==> src/rtl/partrc_pkg.sv <==
// Function
// - data-path soft reset bit 9 resets all transmit and receive work
// - data-path soft reset leaves every register value untouched
// - register access keeps working during and after soft reset
// - timing reset bit clears timing clock, its logic and its registers
// - timing reset spares clock-output config and clock-source registers
// - phy_control_two sits at offset 1Ch in extended page 0
// - timing_control_reg sits at offset 14h in page 4
package partrc_pkg;
  // ---------------------------------------------------------------------
  // register map
  // ---------------------------------------------------------------------
  localparam logic [4:0] IDX_PAGE_SEL = 5'h13;
  localparam logic [4:0] IDX_PHY_CONTROL_TWO = 5'h1C;
  localparam logic [4:0] IDX_TIMING_CONTROL = 5'h14;
  localparam logic [4:0] IDX_CLOCK_OUTPUT_CONFIG = 5'h1A;
  localparam logic [4:0] IDX_TIMING_CLOCK_SOURCE = 5'h1B;
  localparam logic [4:0] IDX_TIMING_RATE = 5'h18;
  localparam logic [4:0] IDX_STATUS = 5'h1E;
  localparam logic [2:0] PAGE_EXT = 3'h0;
  localparam logic [2:0] PAGE_TIMING = 3'h4;
  localparam logic [2:0] PAGE_OWN = 3'h7;
  // ---------------------------------------------------------------------
  // fields and reset values
  // ---------------------------------------------------------------------
  localparam int SOFT_RESET_BIT = 9;
  localparam int TIMING_RESET_BIT = 0;
  localparam logic [15:0] PCTL2_RST = 16'h0000;
  localparam logic [15:0] COC_RST = 16'h0000;
  localparam logic [15:0] CLKSRC_RST = 16'h0000;
  localparam logic [15:0] RATE_RST = 16'h0000;
  // ---------------------------------------------------------------------
  // timing
  // ---------------------------------------------------------------------
  localparam int CLK_MHZ = 200;
  localparam int RESET_HOLD_NS = 1000;
  localparam int RESET_HOLD_CYC = (RESET_HOLD_NS * CLK_MHZ + 999) / 1000;
  typedef enum logic [1:0] {partrc_idle_e, partrc_hold_e, partrc_done_e}
    partrc_state_e;
endpackage : partrc_pkg

==> src/rtl/partrc_if.sv <==
`timescale 1ns/1ps
interface partrc_if;
  logic start;
  logic busy;
  logic done;
  modport ctrl (output start, input busy, input done);
  modport seq (input start, output busy, output done);
endinterface : partrc_if

==> src/rtl/partrc_top.sv <==
// Chosen here: the APB register port and the register offsets.
`timescale 1ns/1ps
module partrc_top #(
  parameter int HOLD_CYC = partrc_pkg::RESET_HOLD_CYC
) (
  input wire logic mclk,
  input wire logic reset_n,
  input wire logic psel,
  input wire logic penable,
  input wire logic pwrite,
  input wire logic [31:0] paddr,
  input wire logic [31:0] pwdata,
  output logic [31:0] prdata,
  output logic pready,
  output logic pslverr,
  output logic datapath_reset,
  output logic timing_reset,
  output logic [15:0] clock_output_config,
  output logic [15:0] timing_clock_source,
  output logic [15:0] timing_rate
);
  logic [2:0] page_reg;
  logic [15:0] pctl2_reg;
  logic soft_rst_reg;
  logic tim_rst_reg;
  logic [15:0] coc_reg;
  logic [15:0] clksrc_reg;
  logic [15:0] rate_reg;
  logic [31:0] rdata_next;
  logic hit;
  logic wr;
  logic [4:0] idx;
  partrc_if dp_if ();
  partrc_if tm_if ();

  function automatic logic sel(input logic [4:0] i, input logic [2:0] pg,
                               input logic [4:0] ri, input logic [2:0] rp);
    sel = (i == ri) && (pg == rp);
  endfunction : sel

  // ---------------------------------------------------------------------
  // apb decode, zero wait states, always served
  // ---------------------------------------------------------------------
  assign idx = paddr[6:2];
  assign wr = psel && penable && pwrite;
  assign pready = 1'b1;
  assign pslverr = psel && penable && !hit;

  always_comb begin
    hit = 1'b1;
    rdata_next = 32'h0000_0000;
    if (paddr[31:7] != 25'h0 || paddr[1:0] != 2'b00) begin
      hit = 1'b0;
    end else if (idx == partrc_pkg::IDX_PAGE_SEL) begin
      rdata_next = {29'h0, page_reg};
    end else if (sel(idx, page_reg, partrc_pkg::IDX_PHY_CONTROL_TWO,
                     partrc_pkg::PAGE_EXT)) begin
      rdata_next = {16'h0, pctl2_reg};
      rdata_next[partrc_pkg::SOFT_RESET_BIT] = soft_rst_reg;
    end else if (sel(idx, page_reg, partrc_pkg::IDX_TIMING_CONTROL,
                     partrc_pkg::PAGE_TIMING)) begin
      rdata_next[partrc_pkg::TIMING_RESET_BIT] = tim_rst_reg;
    end else if (sel(idx, page_reg, partrc_pkg::IDX_CLOCK_OUTPUT_CONFIG,
                     partrc_pkg::PAGE_TIMING)) begin
      rdata_next = {16'h0, coc_reg};
    end else if (sel(idx, page_reg, partrc_pkg::IDX_TIMING_CLOCK_SOURCE,
                     partrc_pkg::PAGE_TIMING)) begin
      rdata_next = {16'h0, clksrc_reg};
    end else if (sel(idx, page_reg, partrc_pkg::IDX_TIMING_RATE,
                     partrc_pkg::PAGE_TIMING)) begin
      rdata_next = {16'h0, rate_reg};
    end else if (sel(idx, page_reg, partrc_pkg::IDX_STATUS,
                     partrc_pkg::PAGE_OWN)) begin
      rdata_next = {30'h0, tm_if.busy, dp_if.busy};
    end else begin
      hit = 1'b0;
    end
  end

  always_ff @(posedge mclk or negedge reset_n) begin
    if (!reset_n) begin
      prdata <= 32'h0000_0000;
    end else if (psel && !penable && !pwrite) begin
      prdata <= rdata_next;
    end
  end

  // ---------------------------------------------------------------------
  // page select and configuration registers
  // ---------------------------------------------------------------------
  always_ff @(posedge mclk or negedge reset_n) begin
    if (!reset_n) begin
      page_reg <= partrc_pkg::PAGE_EXT;
    end else if (wr && hit && idx == partrc_pkg::IDX_PAGE_SEL) begin
      page_reg <= pwdata[2:0];
    end
  end

  // soft reset never touches this register
  always_ff @(posedge mclk or negedge reset_n) begin
    if (!reset_n) begin
      pctl2_reg <= partrc_pkg::PCTL2_RST;
    end else if (wr && sel(idx, page_reg, partrc_pkg::IDX_PHY_CONTROL_TWO,
                           partrc_pkg::PAGE_EXT)) begin
      pctl2_reg <= pwdata[15:0];
    end
  end

  // spared by the timing reset
  always_ff @(posedge mclk or negedge reset_n) begin
    if (!reset_n) begin
      coc_reg <= partrc_pkg::COC_RST;
      clksrc_reg <= partrc_pkg::CLKSRC_RST;
    end else begin
      if (wr && sel(idx, page_reg, partrc_pkg::IDX_CLOCK_OUTPUT_CONFIG,
                    partrc_pkg::PAGE_TIMING)) begin
        coc_reg <= pwdata[15:0];
      end
      if (wr && sel(idx, page_reg, partrc_pkg::IDX_TIMING_CLOCK_SOURCE,
                    partrc_pkg::PAGE_TIMING)) begin
        clksrc_reg <= pwdata[15:0];
      end
    end
  end

  // timing rate register cleared by the timing reset
  always_ff @(posedge mclk or negedge reset_n) begin
    if (!reset_n) begin
      rate_reg <= partrc_pkg::RATE_RST;
    end else if (tm_if.busy) begin
      rate_reg <= partrc_pkg::RATE_RST;
    end else if (wr && sel(idx, page_reg, partrc_pkg::IDX_TIMING_RATE,
                           partrc_pkg::PAGE_TIMING)) begin
      rate_reg <= pwdata[15:0];
    end
  end

  // ---------------------------------------------------------------------
  // self-clearing reset bits
  // ---------------------------------------------------------------------
  always_ff @(posedge mclk or negedge reset_n) begin
    if (!reset_n) begin
      soft_rst_reg <= 1'b0;
    end else if (!soft_rst_reg && wr && pwdata[partrc_pkg::SOFT_RESET_BIT]
                 && sel(idx, page_reg, partrc_pkg::IDX_PHY_CONTROL_TWO,
                        partrc_pkg::PAGE_EXT)) begin
      soft_rst_reg <= 1'b1;
    end else if (dp_if.done) begin
      soft_rst_reg <= 1'b0;
    end
  end

  always_ff @(posedge mclk or negedge reset_n) begin
    if (!reset_n) begin
      tim_rst_reg <= 1'b0;
    end else if (!tim_rst_reg && wr && pwdata[partrc_pkg::TIMING_RESET_BIT]
                 && sel(idx, page_reg, partrc_pkg::IDX_TIMING_CONTROL,
                        partrc_pkg::PAGE_TIMING)) begin
      tim_rst_reg <= 1'b1;
    end else if (tm_if.done) begin
      tim_rst_reg <= 1'b0;
    end
  end

  // ---------------------------------------------------------------------
  // sequencers and reset outputs
  // ---------------------------------------------------------------------
  assign dp_if.start = soft_rst_reg && !dp_if.busy && !dp_if.done;
  assign tm_if.start = tim_rst_reg && !tm_if.busy && !tm_if.done;

  partrc_seq #(.HOLD_CYC(HOLD_CYC)) u_dp_seq (
    .mclk(mclk),
    .reset_n(reset_n),
    .sq(dp_if.seq)
  );

  partrc_seq #(.HOLD_CYC(HOLD_CYC)) u_tm_seq (
    .mclk(mclk),
    .reset_n(reset_n),
    .sq(tm_if.seq)
  );

  always_ff @(posedge mclk or negedge reset_n) begin
    if (!reset_n) begin
      datapath_reset <= 1'b0;
      timing_reset <= 1'b0;
    end else begin
      datapath_reset <= dp_if.busy;
      timing_reset <= tm_if.busy;
    end
  end

  assign clock_output_config = coc_reg;
  assign timing_clock_source = clksrc_reg;
  assign timing_rate = rate_reg;
endmodule : partrc_top

==> src/rtl/partrc_seq.sv <==
`timescale 1ns/1ps
module partrc_seq #(
  parameter int HOLD_CYC = partrc_pkg::RESET_HOLD_CYC
) (
  input wire logic mclk,
  input wire logic reset_n,
  partrc_if.seq sq
);
  partrc_pkg::partrc_state_e state_reg;
  logic [15:0] cnt_reg;
  // ---------------------------------------------------------------------
  // hold a reset for a fixed time, then report completion
  // ---------------------------------------------------------------------
  always_ff @(posedge mclk or negedge reset_n) begin
    if (!reset_n) begin
      state_reg <= partrc_pkg::partrc_idle_e;
      cnt_reg <= 16'h0000;
    end else begin
      case (state_reg)
        partrc_pkg::partrc_idle_e: begin
          if (sq.start) begin
            state_reg <= partrc_pkg::partrc_hold_e;
            cnt_reg <= 16'(HOLD_CYC - 1);
          end
        end
        partrc_pkg::partrc_hold_e: begin
          if (cnt_reg == 16'h0000) begin
            state_reg <= partrc_pkg::partrc_done_e;
          end else begin
            cnt_reg <= cnt_reg - 16'h0001;
          end
        end
        default: begin
          state_reg <= partrc_pkg::partrc_idle_e;
        end
      endcase
    end
  end
  assign sq.busy = (state_reg == partrc_pkg::partrc_hold_e);
  assign sq.done = (state_reg == partrc_pkg::partrc_done_e);
endmodule : partrc_seq

==> config.mk <==
export PLATFORM = sky130hd
export DESIGN_NAME = partrc_top
export DESIGN_NICKNAME = d
export VERILOG_FILES = /design/src/rtl/partrc_pkg.sv /design/src/rtl/partrc_if.sv /design/src/rtl/partrc_top.sv /design/src/rtl/partrc_seq.sv
export SDC_FILE = /design/constraint.sdc
export NUM_CORES = 1
export LEC_CHECK = 0
export BUFFER_PORTS_ARGS = -buffer_cell sky130_fd_sc_hd__buf_2
export CAP_MARGIN = 20
export CORE_MARGIN = 10
export CORE_UTILIZATION = 30
export DETAILED_ROUTE_END_ITERATION = 12
export PLACE_DENSITY = 0.53
export SYNTH_ARGS = -nofsm -noshare
export SYNTH_HDL_FRONTEND = slang
export SYNTH_HIERARCHICAL = 1
export SYNTH_SLANG_ARGS = --single-unit
==> constraint.sdc <==
create_clock -name mclk -period 2.5 [get_ports mclk]
set_clock_uncertainty 0.1 [all_clocks]
set_input_delay 0.375 -clock mclk [delete_from_list [all_inputs] [get_ports mclk]]
set_output_delay 0.375 -clock mclk [all_outputs]
set_load 0.01 [all_outputs]
==> summary.txt <==
Worst setup path
  – Data arrival, critical path: ~2.1 ns
  – FF-to-FF path depth: 6
  – CP Capture Type: output port
  – Worst Setup Path Type: reg -> out
  – Worst R2R Start: page_reg[0]
  – Worst EP required: 2.03 ns
  – Crit path max fanout: 3
  – Beginning of the critical path: page_reg[0]
  – R2R Setup Slk: 0.29 ns
  – Reg2Reg Capture Point: timing_clock_source[2]
  – Critical path endpoint: pslverr
  – Setup crit start kind: register

Cells and area
  – Final Util: 38.8%
  – Fillers: between 2000 and 2500
  – FF/Latch Area: 3060 um2
  – Area of the multi-input gates: 2950 um2
  – Layout area overhead: 25.9%
  – Nets: slightly below 800
  – Design area: 7940 um2
  – Most frequent cells in the layout: dfrtp_1 (120), buf_2 (118), mux2_2 (42), nand2_1 (38), o21ai_0 (35)
  – Commonest non-fill, non-tap cell in the layout: dfrtp_1
  – Post-Layout Cell Count: 991
  – Layout cells sized above 1: 37.6%

STA
  – Max Fclk: just under 0.4 GHz
  – Number of setup violations in the final report: 1
  – Period utilisation layout: 104%
  – Hold Fails Final Rpt: 0
  – RSZ-0062 raised after global routing: true
  – Final worst slack: -0.103 ns
  – Max-slew headroom: 31.6%
  – Tmin final: 2.60 ns
  – Max Slew Vio Count: 0
  – Tightest Pin Transition: 1.03 ns

Floorplan
  – Core area: 20400 um2
  – Num ports: 153
  – Die X: 165 um
  – Site Rows: between 50 and 60
  – DIE AREA: between 20000 and 30000 um2
  – Starting Density: a little under a third
  – Die height: 165 um

Detailed routing
  – DR DRC count: 0
  – Post-route ant nets: 0
  – Routed len/inst: 18.8 um
  – Routed vias: 5045
  – Vias per cell: 5.09
  – Iter 0 DRT Violations: 308
  – Final WL: 18700 um
  – DR pass1 iterations: 4

Power
  – Peak supply drop: 0.397 mV
  – Overall Power: ~5700 uW
  – LEAKAGE: ~0.0039 uW
  – Pwr Density: 716 nW/um2

Logic synthesis
  – Cell area after synthesis: 6300 um2
  – Prevailing post-synth register cell: dfrtp_1
  – Largest cells by area after synthesis: dfrtp_1 (48%), mux2_2 (7.5%), o21ai_0 (2.8%)
  – Mean Syn Cell Area: 11.1 um2
  – Yosys top cell by area: dfrtp_1
  – Top cell type's share of synthesized area: ~48%
  – Number of synthesized register bits: 122
  – Post-synthesis sequential area ratio: 48.4%
  – Cell variety after synth: 80
  – Syn Inst Count: 566
  – Number of synthesized flops with an enable pin: 0
  – Yosys warns: 6
  – Asr flop ratio synth: 100%

Worst hold path
  – Min-delay worst type: in -> reg

Global routing
  – Initial antenna violation count: 5
  – First-pass GRT wire length: 29300 um
  – GRT Util Overall: 13.7%
  – Total gr overflow: 0
  – Largest net degree at the start of global routing: 49
  – Vias in the first global route: 5123

Outcome
  – Outcome: finished, violations left
  – Failing checks: negative setup slack

Job
  – Max Cap Violations: 0

Clock tree
  – Sink Count: between 100 and 150
  – Clk root buf: clkbuf_16
  – Clk pin slew, worst setup/hold paths: 0.06 ns
  – Clock buffer depth: 2
  – Clk_lat worst skew: 0.42 ns
  – CTS buffer count: 17
  – H-Tree Depth: 4
  – CTS tree: done

Place
  – Dpl cell area: 7270 um2
  – Worst slack at placement: 0.182 ns
  – PortBufs: between 100 and 150
  – Post-DP HPWL: between 10000 and 15000 um
  – Placed insts: approximately 960
  – GP Congestion: 0.908
through the flow:
step                      hold WS, ns  setup TNS, ns
after global routing            0.111         -0.172
after floorplan               -0.0206              0
final                           0.129         -0.103
after CTS                       0.107        -0.0982
after detailed placement        0.337              0
after global placement          0.330              0
synthesized netlist by cell type, types with 9 or more instances:
master,count
dfrtp_1,122
mux2_2,42
nand2_1,38
o21ai_0,35
nor2_1,30
inv_1,24
buf_4,21
a22o_1,17
a21oi_1,15
mux2i_1,14
nand3_1,13
o211ai_1,13
a22oi_1,12
nand4_1,10
clkbuf_1,9
nor4_1,9
kinds of logic after synthesis:
logic type,synth area share [%]
compound gates,13.4
buf+inv,5.81
simple gates,20.1
mux,11.6
flops,48.4
other cells,0.119
xor+xnor,0.139
fa+ha+maj,0.397
power by group:
group,switching [uW],internal [uW],total (uW)
Clock,932,1660,2590
Combinational,424,346,770
Sequential,208,2110,2320
timing repair:
action	CTS	global route
setup buffers	1	0
endpoints found under the hold margin	46	0
gates resized for setup	3	1
endpoints found under the setup margin	1	1
hold buffers	1	0
pin swaps	2	0
worst max-delay path: stages (launching register included):
cell	delay, ns
dfrtp_1	0.38
or3b_4	0.41
or2_4	0.25
a21oi_2	0.12
nor4_2	0.07
o311a_1	0.34
buf_2	0.14
per-layer routing:
metal  global-route usage (%)  vias to the layer above  share of wire, %
li1                         -                     2362                 -
met4                     4.23                        4               1.2
met3                     4.78                       17               8.0
met2                     22.0                      145                48
met5                        0                        -              0.16
met1                     17.0                     2517                43
how the worst min path moves through the flow:
stage / from / end / slack (ns) / cells after the start
final: pwdata[15] / timing_rate[15] / 0.13 / 2
after global routing: pwdata[8] / timing_rate[8] / 0.11 / 2
after CTS: pwdata[15] / timing_rate[15] / 0.11 / 2
after detailed placement: reset_n / clock_output_config[5] / 0.34 / 1
after global placement: reset_n / prdata[5] / 0.33 / 1
after floorplan: reset_n / clock_output_config[0] / -0.02 / 0
layout make-up:
cell class / instances / area share (%)
diodes: 2 / 0.0631
clock buffers: 20 / 5.88
clock inverters: 12 / 2.07
inverters: 25 / 1.18
multi-input cells: 393 / 37.2
flip-flops and latches: 122 / 38.5
well taps: 270 / 4.26
repair buffers: 147 / 10.8
Note: power is estimated with default switching activity, not from simulation.
